`src/dpol_pkg.sv`:
```
// Purpose: Shared constants, field layout and helpers for the dead-band and output logic
// Assumes: APB word registers, byte address is four times the register index
// Notes: All registers reset to zero, so every pin starts in high impedance
package dpol_pkg;

   // Bus geometry and unit/pin counts
   localparam int ADDR_W = 18;
   localparam int NUM_FULL = 3;
   localparam int NUM_UNITS = 6;
   localparam int NUM_PINS = 9;

   // Register indices (byte address = index * 4)
   localparam logic [15:0] IDX_SACT = 16'h7414;
   localparam logic [15:0] IDX_DBTC = 16'h7415;
   localparam logic [15:0] IDX_COMCTL = 16'h7420;
   localparam logic [15:0] IDX_FACT = 16'h7421;
   localparam logic [15:0] IDX_CMP0 = 16'h7422;
   localparam logic [15:0] IDX_ISTAT = 16'h7428;
   localparam logic [15:0] IDX_IMASK = 16'h7429;
   localparam logic [15:0] IDX_STATE = 16'h742a;

   // Reset value of every register
   localparam logic [15:0] RST_REG = 16'h0000;

   // Compare control fields
   localparam int CC_FMODE = 0;
   localparam int CC_SMODE = 3;
   localparam int CC_SOE = 8;
   localparam int CC_FOE = 9;
   localparam int CC_STSEL = 10;
   localparam int CC_PDPEN = 13;
   localparam int CC_CEN = 15;

   // Dead-band control fields
   localparam int DB_PS = 3;
   localparam int DB_EN = 5;
   localparam int DB_PER = 8;
   localparam logic [2:0] DB_RSVD = 3'h0;

   // Interrupt status layout: bits 5..0 unit matches, bit 6 protect trip
   localparam int EV_W = 7;
   localparam int EV_TRIP = 6;

   // PWM-mode action codes
   localparam logic [1:0] ACT_FLO = 2'h0;
   localparam logic [1:0] ACT_ALO = 2'h1;
   localparam logic [1:0] ACT_AHI = 2'h2;
   localparam logic [1:0] ACT_FHI = 2'h3;

   // Compare-mode action codes
   localparam logic [1:0] CMP_HOLD = 2'h0;
   localparam logic [1:0] CMP_SET = 2'h1;
   localparam logic [1:0] CMP_RST = 2'h2;
   localparam logic [1:0] CMP_TGL = 2'h3;

   // Dead-band configuration as seen by the pair generators
   typedef struct packed {
      logic [7:0] period;
      logic [2:0] enable;
      logic [1:0] prescale;
   } dpol_db_s;

   // PWM-mode output level from action code and waveform value
   function automatic logic act_pwm(input logic [1:0] a, input logic v);
      case (a)
         ACT_FLO: act_pwm = 1'b0;
         ACT_ALO: act_pwm = ~v;
         ACT_AHI: act_pwm = v;
         default: act_pwm = 1'b1;
      endcase
   endfunction

   // Compare-mode level after a match
   function automatic logic act_cmp(input logic [1:0] a, input logic cur);
      case (a)
         CMP_HOLD: act_cmp = cur;
         CMP_SET: act_cmp = 1'b1;
         CMP_RST: act_cmp = 1'b0;
         default: act_cmp = ~cur;
      endcase
   endfunction

endpackage

```
`src/dpol_deadband.sv`:
```
// Purpose: One complementary pair generator with programmable dead band
// Assumes: Phase input changes on clock edges only
// Notes: High side rises late, low side falls late, both are turned off at once
`timescale 1ns/100ps
module dpol_deadband import dpol_pkg::*; (
   // Clock and reset
   input wire logic clk,
   input wire logic rst_n,
   // Configuration
   input wire logic enable,
   input wire logic [1:0] prescale,
   input wire logic [7:0] period,
   // Phase in, pair out
   input wire logic phase,
   output logic dt_high,
   output logic dt_low
);
   logic ph_q;
   logic [7:0] cnt;
   logic [2:0] pre;
   logic [2:0] pre_mask;
   logic chg;
   logic tick;
   logic done;

   // Divisor 1, 2, 4 or 8 of the clock
   assign pre_mask = (3'h1 << prescale) - 3'h1;
   assign tick = (pre & pre_mask) == pre_mask;
   assign chg = phase != ph_q;
   // Turn-on is allowed on the edge that empties the counter, so the gap is exact
   assign done = chg ? period == 8'h00 : (cnt == 8'h00 || (cnt == 8'h01 && tick));

   // Previous phase for edge detection
   always_ff @(posedge clk) begin
      if (!rst_n) begin
         ph_q <= 1'b0;
      end else begin
         ph_q <= phase;
      end
   end

   // Prescaler restarts at each edge so the gap is exactly period times divisor
   always_ff @(posedge clk) begin
      if (!rst_n || chg) begin
         pre <= 3'h0;
      end else begin
         pre <= pre + 3'h1;
      end
   end

   // Down counter reloaded on every phase edge; an edge before zero restarts it
   always_ff @(posedge clk) begin
      if (!rst_n || !enable) begin
         cnt <= 8'h00;
      end else if (chg) begin
         cnt <= period;
      end else if (tick && cnt != 8'h00) begin
         cnt <= cnt - 8'h01;
      end
   end

   // Pair outputs; a pulse shorter than the gap never turns the high side on
   always_ff @(posedge clk) begin
      if (!rst_n) begin
         dt_high <= 1'b0;
         dt_low <= 1'b0;
      end else if (!enable) begin
         dt_high <= phase;
         dt_low <= phase;
      end else begin
         dt_high <= phase & done;
         dt_low <= phase | ~done;
      end
   end
endmodule

```
`src/dpol_top.sv`:
```
// Purpose: Compare, dead-band and output logic driving nine compare/PWM pins
// Assumes: Timer counts and period-end pulses are synchronous to SYS_CLK
// Notes: Protect input blanks the pin enables combinationally, without a clock
`timescale 1ns/100ps
module dpol_top import dpol_pkg::*; (
   // System
   input wire logic SYS_CLK,
   input wire logic RST_N,
   // APB slave
   input wire logic PSEL,
   input wire logic PENABLE,
   input wire logic PWRITE,
   input wire logic [ADDR_W-1:0] PADDR,
   input wire logic [31:0] PWDATA,
   output logic [31:0] PRDATA,
   output logic PREADY,
   output logic PSLVERR,
   // Time bases
   input wire logic [15:0] TIMER1_CNT,
   input wire logic TIMER1_PERIOD_END,
   input wire logic [15:0] TIMER2_CNT,
   input wire logic TIMER2_PERIOD_END,
   // Protection
   input wire logic POWER_DRIVE_PROTECT_N,
   // Pins and interrupt
   output logic [NUM_PINS-1:0] PWM_CMP_OUT,
   output logic [NUM_PINS-1:0] PWM_CMP_OE,
   output logic IRQ
);
   // Registers
   logic [15:0] compare_control_reg;
   logic [11:0] full_action_ctrl;
   logic [5:0] simple_action_ctrl;
   logic [15:0] deadband_timer_ctrl;
   logic [15:0] compare_value_reg [0:NUM_UNITS-1];
   logic [EV_W-1:0] int_status;
   logic [EV_W-1:0] int_mask;

   // Bus decode
   logic [15:0] idx;
   logic mapped;
   logic wr;
   logic [31:0] rd_val;

   // Datapath
   dpol_db_s db_cfg;
   logic cen;
   logic trip;
   logic [NUM_UNITS-1:0] pwm_mode;
   logic [NUM_UNITS-1:0] eq;
   logic [NUM_UNITS-1:0] eq_q;
   logic [NUM_UNITS-1:0] match;
   logic [NUM_UNITS-1:0] per_end;
   logic [NUM_UNITS-1:0] waveform_phase;
   logic [NUM_FULL-1:0] db_on;
   logic [NUM_FULL-1:0] deadband_phase_high;
   logic [NUM_FULL-1:0] deadband_phase_low;
   logic [1:0] act [0:NUM_PINS-1];
   logic [NUM_PINS-1:0] pwm_val;
   logic [NUM_PINS-1:0] pin_mode;
   logic [NUM_PINS-1:0] pin_match;
   logic [NUM_PINS-1:0] cmp_state;
   logic [NUM_PINS-1:0] next_out;
   logic [NUM_PINS-1:0] oe_q;
   logic [EV_W-1:0] events;
   logic [EV_W-1:0] clr;

   // Address decode; register index is the word address
   assign idx = PADDR[ADDR_W-1:2];
   assign mapped = idx == IDX_SACT || idx == IDX_DBTC || idx == IDX_COMCTL
      || idx == IDX_FACT || idx == IDX_ISTAT || idx == IDX_IMASK
      || idx == IDX_STATE || (idx >= IDX_CMP0 && idx < IDX_CMP0 + 16'(NUM_UNITS));
   assign wr = PSEL && PENABLE && PWRITE && mapped;

   // Zero wait states; unmapped accesses answer with an error
   assign PREADY = 1'b1;
   assign PSLVERR = PSEL && PENABLE && !mapped;

   // Control registers; reserved dead-band bits never store
   always_ff @(posedge SYS_CLK) begin
      if (!RST_N) begin
         compare_control_reg <= RST_REG;
         full_action_ctrl <= RST_REG[11:0];
         simple_action_ctrl <= RST_REG[5:0];
         deadband_timer_ctrl <= RST_REG;
         int_mask <= RST_REG[EV_W-1:0];
      end else if (wr) begin
         case (idx)
            IDX_COMCTL: compare_control_reg <= PWDATA[15:0];
            IDX_FACT: full_action_ctrl <= PWDATA[11:0];
            IDX_SACT: simple_action_ctrl <= PWDATA[5:0];
            IDX_DBTC: deadband_timer_ctrl <= {PWDATA[15:3], DB_RSVD};
            IDX_IMASK: int_mask <= PWDATA[EV_W-1:0];
            default: ;
         endcase
      end
   end

   // Compare values, one word per unit
   always_ff @(posedge SYS_CLK) begin
      for (int i = 0; i < NUM_UNITS; i++) begin
         if (!RST_N) begin
            compare_value_reg[i] <= RST_REG;
         end else if (wr && idx == IDX_CMP0 + 16'(i)) begin
            compare_value_reg[i] <= PWDATA[15:0];
         end
      end
   end

   // Read mux; registered in the setup phase so data is steady in access
   always_comb begin
      rd_val = 32'h0000_0000;
      case (idx)
         IDX_COMCTL: rd_val = {16'h0000, compare_control_reg};
         IDX_FACT: rd_val = {20'h00000, full_action_ctrl};
         IDX_SACT: rd_val = {26'h0000000, simple_action_ctrl};
         IDX_DBTC: rd_val = {16'h0000, deadband_timer_ctrl};
         IDX_ISTAT: rd_val = {25'h0000000, int_status};
         IDX_IMASK: rd_val = {25'h0000000, int_mask};
         IDX_STATE: rd_val = {7'h00, trip, waveform_phase, PWM_CMP_OE, PWM_CMP_OUT};
         default: begin
            if (idx >= IDX_CMP0 && idx < IDX_CMP0 + 16'(NUM_UNITS)) begin
               rd_val = {16'h0000, compare_value_reg[3'(idx - IDX_CMP0)]};
            end
         end
      endcase
   end

   always_ff @(posedge SYS_CLK) begin
      if (!RST_N) begin
         PRDATA <= 32'h0000_0000;
      end else if (PSEL && !PENABLE && !PWRITE) begin
         PRDATA <= rd_val;
      end
   end

   // Control views
   assign cen = compare_control_reg[CC_CEN];
   assign pwm_mode = {compare_control_reg[CC_SMODE +: 3], compare_control_reg[CC_FMODE +: 3]};
   assign db_cfg.period = deadband_timer_ctrl[DB_PER +: 8];
   assign db_cfg.enable = deadband_timer_ctrl[DB_EN +: 3];
   assign db_cfg.prescale = deadband_timer_ctrl[DB_PS +: 2];
   assign db_on = db_cfg.enable & pwm_mode[NUM_FULL-1:0];
   assign trip = compare_control_reg[CC_PDPEN] && !POWER_DRIVE_PROTECT_N;

   // Equality per unit; full units on timer 1, simple on the selected timer
   always_comb begin
      for (int i = 0; i < NUM_FULL; i++) begin
         eq[i] = TIMER1_CNT == compare_value_reg[i];
         per_end[i] = TIMER1_PERIOD_END;
         if (compare_control_reg[CC_STSEL + i]) begin
            eq[NUM_FULL + i] = TIMER2_CNT == compare_value_reg[NUM_FULL + i];
            per_end[NUM_FULL + i] = TIMER2_PERIOD_END;
         end else begin
            eq[NUM_FULL + i] = TIMER1_CNT == compare_value_reg[NUM_FULL + i];
            per_end[NUM_FULL + i] = TIMER1_PERIOD_END;
         end
      end
   end

   // A match is the first cycle of equality, so a slow timer gives one event
   assign match = eq & ~eq_q & {NUM_UNITS{cen}};

   always_ff @(posedge SYS_CLK) begin
      if (!RST_N) begin
         eq_q <= '0;
      end else begin
         eq_q <= eq;
      end
   end

   // Waveform phases: toggle on match, back to inactive at period end unless the unit's dead band is on
   always_ff @(posedge SYS_CLK) begin
      for (int i = 0; i < NUM_UNITS; i++) begin
         if (!RST_N || !cen) begin
            waveform_phase[i] <= 1'b0;
         end else if (match[i]) begin
            waveform_phase[i] <= ~waveform_phase[i];
         end else if (per_end[i] && !(i < NUM_FULL && db_on[i])) begin
            waveform_phase[i] <= 1'b0;
         end
      end
   end

   // One pair generator per full unit
   for (genvar u = 0; u < NUM_FULL; u++) begin : g_db
      dpol_deadband u_db (
         .clk(SYS_CLK),
         .rst_n(RST_N),
         .enable(db_on[u]),
         .prescale(db_cfg.prescale),
         .period(db_cfg.period),
         .phase(waveform_phase[u]),
         .dt_high(deadband_phase_high[u]),
         .dt_low(deadband_phase_low[u])
      );
   end

   // Per-pin source, action, mode and match: six full pins then three simple
   always_comb begin
      for (int p = 0; p < NUM_PINS; p++) begin
         if (p < 2 * NUM_FULL) begin
            act[p] = full_action_ctrl[2*p +: 2];
            pwm_val[p] = p[0] ? deadband_phase_low[p/2] : deadband_phase_high[p/2];
            pin_mode[p] = pwm_mode[p/2];
            pin_match[p] = match[p/2];
         end else begin
            act[p] = simple_action_ctrl[2*(p-6) +: 2];
            pwm_val[p] = waveform_phase[p-3];
            pin_mode[p] = pwm_mode[p-3];
            pin_match[p] = match[p-3];
         end
      end
   end

   // Compare-mode levels change only on a match of the pin's unit
   always_ff @(posedge SYS_CLK) begin
      for (int p = 0; p < NUM_PINS; p++) begin
         if (!RST_N) begin
            cmp_state[p] <= 1'b0;
         end else if (pin_match[p]) begin
            cmp_state[p] <= act_cmp(act[p], cmp_state[p]);
         end
      end
   end

   // Pin level: polarity in PWM mode, action state in compare mode
   always_comb begin
      for (int p = 0; p < NUM_PINS; p++) begin
         next_out[p] = pin_mode[p] ? act_pwm(act[p], pwm_val[p]) : cmp_state[p];
      end
   end

   always_ff @(posedge SYS_CLK) begin
      if (!RST_N) begin
         PWM_CMP_OUT <= '0;
      end else begin
         PWM_CMP_OUT <= next_out;
      end
   end

   // Pin enables: bit 9 for full pins, bit 8 for simple pins
   always_ff @(posedge SYS_CLK) begin
      if (!RST_N) begin
         oe_q <= '0;
      end else begin
         oe_q <= {{3{compare_control_reg[CC_SOE]}}, {6{compare_control_reg[CC_FOE]}}};
      end
   end

   // Protect is not clocked here so a fault cuts the drivers at once
   assign PWM_CMP_OE = trip ? '0 : oe_q;

   // Sticky events; a new event beats a clear in the same cycle
   assign events = {trip, match};
   assign clr = (wr && idx == IDX_ISTAT) ? PWDATA[EV_W-1:0] : '0;

   always_ff @(posedge SYS_CLK) begin
      if (!RST_N) begin
         int_status <= '0;
      end else begin
         int_status <= (int_status & ~clr) | events;
      end
   end

   // Level interrupt
   assign IRQ = |(int_status & int_mask);
endmodule

```
`config.mk`:
```
export PLATFORM = sky130hd
export DESIGN_NAME = dpol_top
export DESIGN_NICKNAME = d
export VERILOG_FILES = /design/src/dpol_pkg.sv /design/src/dpol_deadband.sv /design/src/dpol_top.sv
export SDC_FILE = /design/constraint.sdc
export NUM_CORES = 1
export LEC_CHECK = 0
export BUFFER_PORTS_ARGS = -buffer_cell sky130_fd_sc_hd__buf_2
export CORE_MARGIN = 3
export CORE_UTILIZATION = 40
export CTS_CLUSTER_SIZE = 25
export DETAILED_ROUTE_END_ITERATION = 10
export SYNTH_ARGS = -nofsm -noshare
export SYNTH_HDL_FRONTEND = slang
export SYNTH_SLANG_ARGS = --single-unit
```
`constraint.sdc`:
```
create_clock -name SYS_CLK -period 4.2 [get_ports SYS_CLK]
set_input_delay 1.26 -clock SYS_CLK [delete_from_list [all_inputs] [get_ports SYS_CLK]]
set_output_delay 1.26 -clock SYS_CLK [all_outputs]
set_load 0.01 [all_outputs]
```
# Yosys cells after proc, flatten, opt, wreduce, memory -nomap -nowiden
# Memories as Yosys holds them, arrays and structs flattened.
# Cells that the tools add are included.
dict set report classes {
  eq_ne 49
  bitwise 56
  order_cmp 2
  n_shift 1
  muxes 89
  add_sub_neg 8
  reduce_logical 90
}
# operator n
set op_table {}
lappend op_table {{$eq A16 B15 Y1 const B} 13}
lappend op_table {{$pmux W25 S7} 1}
lappend op_table {{$eq A16 B16 Y1} 9}
lappend op_table {{$mux W16} 7}
lappend op_table {{$mux W1} 55}
lappend op_table {{$pmux W1 S3} 18}
lappend op_table {{$mux W8} 6}
lappend op_table {{$not A1 Y1} 33}
lappend op_table {{$logic_not A8 Y1} 4}
lappend op_table {{$reduce_and A2 Y1} 14}
lappend op_table {{$eq A8 B1 Y1 const B} 3}
lappend op_table {{$logic_and A1 B1 Y1} 24}
lappend op_table {{$reduce_bool A8 Y1} 3}
lappend op_table {{$sub A8 B1 Y8 const B} 3}
lappend op_table {{$eq A2 B1 Y1 const B} 9}
lappend op_table {{$eq A2 B2 Y1 const B} 9}
lappend op_table {{$logic_not A2 Y1} 9}
lappend op_table {{$reduce_bool A2 Y1} 9}
lappend op_table {{$logic_or A1 B1 Y1} 17}
lappend op_table {{$ge A16 B15 Y1 const B} 1}
lappend op_table {{$lt A16 B15 Y1 const B} 1}
lappend op_table {{$and A7 B7 Y7} 2}
lappend op_table {{$and A3 B3 Y3} 4}
lappend op_table {{$and A6 B6 Y6} 2}
lappend op_table {{15 further kinds} 39}
dict set report word_totals {
  ramBits 96
  out_inout_bits 53
  ff_bits 172
  input_bits 90
  n_memories 1
}
# memory depth width rd rd_ports_with_merged_regs wr line_no
set memory_table {}
lappend memory_table {compare_value_reg 6 16 7 0 6 dpol_top.sv:35} ;# logic [15:0] compare_value_reg [0:NUM_UNITS-1];

# Logic depth before layout (Yosys ltp)
dict set report depth {
  ltp_word 14
  ltp_mapped 9
  mapped_depth_nobuf 8
}

# Modules after synthesis
# Synthesis repeated with hierarchy kept, for this count alone.
dict set report hier_totals {
  hier_cells 1407
  area_unflattened_um2 13920.9
}
# module instances area_each_um2 cells_per_inst
set by_module_without_submodules {}
lappend by_module_without_submodules {dpol_top 1 11642.4 1164}
lappend by_module_without_submodules {dpol_deadband 3 759.5 81}

# Worst setup path before layout
# OpenSTA, ideal clock, no wires.
dict set report synth_path {
  path_type {input to output}
  startpoint {input PADDR[17]}
  endpoint {output PSLVERR}
  required_ns 2.940
  setup_slack_ns 0.035
  path_stages 7
  arrival_ns 2.905
  cell_sequence {or4b_1 > buf_2 > or2_1 > buf_4 > nor4_4 > buf_6 > nor3_1}
}
dict set report synth_via {
  elab_chain_cells 10
}
# item line_no
set synth_rtl {}
lappend synth_rtl {{start: declaration} dpol_top.sv:13} ;# input wire logic [ADDR_W-1:0] PADDR,
lappend synth_rtl {{branches (longest 7 deep; another with $ge A16 B15 Y1)} --}
lappend synth_rtl {{$logic_or A1 B1 Y1 *} dpol_top.sv:72} ;# || idx == IDX_STATE || (idx >= IDX_CMP0 && idx < IDX_CMP0 + 16'(NUM_UNITS));
lappend synth_rtl {{$logic_not A1 Y1 *} dpol_top.sv:77} ;# assign PSLVERR = PSEL && PENABLE && !mapped;
lappend synth_rtl {{$logic_and A1 B1 Y1 *} dpol_top.sv:77}
lappend synth_rtl {{end: declaration} dpol_top.sv:17} ;# output logic PSLVERR,
# Every way passes the cells marked *.

# Final worst setup path
dict set report layout_path {
  startpoint {input PADDR[4]}
  endpoint {output PSLVERR}
}
# The elaborated chain is that of the path after synthesis.

==> metrics.md <==
| Metric | Value |
|---|---|
| PostCTS Resize Cnt | `0` |
| Crit path max fanout | `2` |
| Max-Cap Viols | `0` |
| Clk sink count | `255` |
| Worst path max stage delay | `0.65 ns` |
| Drt pass-1 iters | `6` |
| Adder-cell share of the synthesized area | `2.68%` |
| Slew Limit Fails | `0` |
| Global-route wire length before repair | `63.4 mm` |
| Synth Cell Area | `0.0135 mm^2` |
| Seq/Total Area, Yosys | `44.8%` |
| Post-synthesis compound-gate area fraction | `10.8%` |
| Setup Viol. Count Final | `0` |
| Hold Path Class | `reg2reg` |
| Synth unique cells | `61` |
| CTS clk-pin slew, worst paths | `0.06 ns` |
| Initial antenna violation count | `0` |
| Core Rows | `66` |
| TritonCTS clock tree | `yes` |
| Cts hold-fix bufs | `0` |
| CTS root buf | `clkbuf_16` |
| Initial DRC count | `1,141` |
| Layout cells sized above 1 | `16.3%` |
| Setup Buffers After CTS | `0` |
| Main synth FF type | `dfxtp_1` |
| Share of flip-flops with an asynchronous set or reset | `0%` |
| Final Hold Fails | `0` |
| Initial Utilization | `41.1%` |
| Post-Route Utilization | `46.9%` |
| Simple-gate area share of the yosys netlist | `19.2%` |
| GR Util All Layers | `22.7%` |
| Residual DRC | `0` |
| Vias per cell | `5.54` |
| Relative slew slack | `34.4%` |
| Gr ovfl total | `0` |
| Vias in the first global route | `10.7k` |
| Critical Path, Cell by Cell | `buf_2, or4b_2, a22o_1, o22a_1, a21oi_1, nor3_1, buf_2` |
| Die footprint | `0.0361 mm^2` |
| Final ANT Viol Nets | `0` |
| Placed Cells | `1,949` |
| WS Path Type | `in2out` |
| Clk_lat worst skew | `0.57 ns` |
| Synthesis-stage register bit count | `255` |
| Routed wire length | `41.7 mm` |
| Routability-driven placement congestion ratio | `0.898` |
| Chip Width | `190 um` |
| Switching power | `0.00135 W` |
| Worst Tran Pin Value | `0.984 ns` |
| Leakage | `5.35 nW` |
| Pin count of the biggest net entering global routing | `42` |
| Area growth from synthesis to final layout | `14.1%` |
| Clk pwr share | `42.6%` |
| Wirelength per Cell | `20.9 um` |
| Synth Instances | `1,438` |
| Via Count | `11.1k` |
| Mux contribution to synthesized area | `9.61%` |
| Max Fclk | `246 MHz` |
| Num CTS Buffers | `28` |
| Synth Area per Inst | `9.41 um^2` |
| Pwr Density | `353 mW/mm^2` |
| Max rail drop VDD | `0.335 mV` |
| CP required | `2.94 ns` |
| Diode count | `0` |
| Worst Setup Start Kind | `primary input` |
| Post-route cell area | `0.0154 mm^2` |
| Die H | `190 um` |
| Final period util | `97.0%` |
| Clock Skews | `0.0255 ns` |
| Post-DP HPWL | `31.3 mm` |
| Critical Path Most Common Cell | `buf_2` |
| Max reg flops | `96` |
| Nets | `1,656` |
| DP Area | `0.0146 mm^2` |
| EDFF count, synth | `96` |
| Final setup TNS | `0 ns` |
| Comb power frac | `8.5%` |
| Sw frac | `24.8%` |
| RSZ-0062 raised after global routing | `false` |
| Ports | `143` |
| Post-Layout Cell Count | `1,999` |
| Port bufs | `116` |
| CP arrival | `2.81 ns` |
| Slowest stage cell, crit path | `or4b_2` |
| Synth Area in XOR/XNOR | `7.96%` |
| Syn. warnings | `0` |
| CTS H-Tree Depth | `1` |
| Clock buffer depth | `3` |
| Int Pwr | `0.00410 W` |
| Largest family of logic cells by synthesized area | `simple AND/OR/NAND/NOR gates` |
| Sequential Power Share | `48.9%` |
| Core area | `0.0329 mm^2` |
| Status | `completed` |
| CP endpoint kind | `primary output` |
| Minimum clock period | `4.07 ns` |
cells by family (layout without fill, tap and decap cells):
group / Yosys count / in the layout
multiplexers: 110 / 110
XOR/XNOR: 123 / 123
adder cells (fa/ha/maj): 29 / 29
AO/OA/AOI/OAI: 228 / 228
flip-flops: 255 / 255
buffers and inverters: 146 / 259
AND/OR/NAND/NOR: 545 / 545
other: 2 / 8
power groups by stage:
stage	Clock, W	Sequential, W	Combinational (W)
floorplan	0	0.00271	0.000283
global placement	0	0.00272	0.000458
detailed placement	0	0.00272	0.000461
CTS	0.00236	0.00267	0.000462
global route	0.00246	0.00267	0.000499
finish	0.00232	0.00267	0.000464
cell usage after synthesis, types with 3 or more instances:
library cell	count	area, um^2
clkbuf_1	59	221
or4b_1	3	30.0
inv_1	37	139
mux4_2	16	360
ha_1	29	363
o22ai_1	3	18.8
buf_1	5	18.8
o21ai_0	37	185
and3_1	12	75.1
o21a_1	7	52.6
dfxtp_1	159	3180
nand4_1	19	119
a22oi_1	9	67.6
nor3_2	4	40.0
a221oi_1	8	70.1
and4b_1	3	30.0
o21bai_1	4	30.0
xnor2_1	113	990
xor2_1	10	87.6
and3b_1	5	43.8
a21oi_1	77	385
nand3b_1	9	67.6
nor2_1	180	676
nand2_1	186	698
a2111oi_0	6	52.6
nand3_1	29	145
a31oi_1	16	100
buf_2	22	110
or4_1	4	30.0
or2_2	12	75.1
nor4_1	21	131
nor2b_1	6	37.5
a222oi_1	10	100
a211oi_1	36	270
nand2b_1	8	50.1
or3_1	9	56.3
buf_4	21	158
edfxtp_1	96	2880
nor3_1	7	35.0
a21boi_0	3	22.5
and2_1	13	81.3
o2bb2ai_1	3	26.3
a22o_1	3	26.3
nand4b_1	4	35.0
mux2i_1	94	941
cell type report:
class | instances | area, um^2
Inverter | 37 | 139
Multi-Input combinational cell | 1043 | 6820
Sequential cell | 255 | 6070
Clock buffer | 40 | 786
Tap cell | 442 | 553
Clock inverter | 10 | 80.1
Fill cell | 3172 | 17500
Timing Repair Buffer | 172 | 1000
path summary, 6_finish.rpt:
path | slack, ns | cells past startpoint | startpoint | end
min reg2reg | 0.45 | 2 | PRDATA[22]$_SDFFE_PN0P_ | PRDATA[22]$_SDFFE_PN0P_
min | 0.45 | 2 | PRDATA[22]$_SDFFE_PN0P_ | PRDATA[22]$_SDFFE_PN0P_
max reg2reg | 1.20 | 7 | compare_control_reg[11]$_SDFFE_PN0P_ | cmp_state[7]$_SDFFE_PN0P_
max | 0.13 | 7 | PADDR[4] | PSLVERR
routing by layer:
layer | wire length (um) | vias up | global-route usage, % | share of wire [%]
met5 | 0 | - | 0 | 0
met2 | 19300 | 429 | 37.3 | 46
met3 | 3200 | 83 | 3.10 | 7.7
li1 | - | 5247 | - | -
met4 | 1310 | 0 | 6.97 | 3.1
met1 | 17900 | 5323 | 31.2 | 43
critical path, delay by kind of cell:
kind,cells,cell delay (ns)
AOI/OAI and AO/OA,3,0.57
buffers and inverters,2,0.24
and+or+nand+nor,2,0.73
metrics by stage:
| stage | setup slack [ns] | total power [W] | hold WS (ns) |
|---|---|---|---|
| final | 0.128 | 0.00546 | 0.451 |
| after global routing | 0.0501 | 0.00563 | 0.473 |
| after CTS | 0.126 | 0.00549 | 0.454 |
| after detailed placement | 0.136 | 0.00318 | 0.445 |
| after global placement | 0.113 | 0.00318 | 0.438 |
| after floorplan | 0.0353 | 0.00299 | 0.430 |
cell usage in the layout, fill, tap and decap left out, drive strengths merged, types with 4 or more instances in the layout:
cell     instances
nand2          186
nor2           180
buf            172
dfxtp          159
xnor2          113
edfxtp          96
mux2i           94
a21oi           77
clkbuf          40
o21ai           37
inv             37
a211oi          36
nand3           29
ha              29
nor4            25
nand4           19
mux4            16
a31oi           16
and2            13
or2             13
and3            12
nor3            12
a222oi          10
xor2            10
nand3b           9
a22oi            9
or3              9
clkinv           9
nand2b           8
a221oi           8
conb             8
o21a             7
nor2b            6
a2111oi          6
and3b            5
or4              4
o21bai           4
nand4b           4
or4b             4
Power figures use the tool's default switching activity.
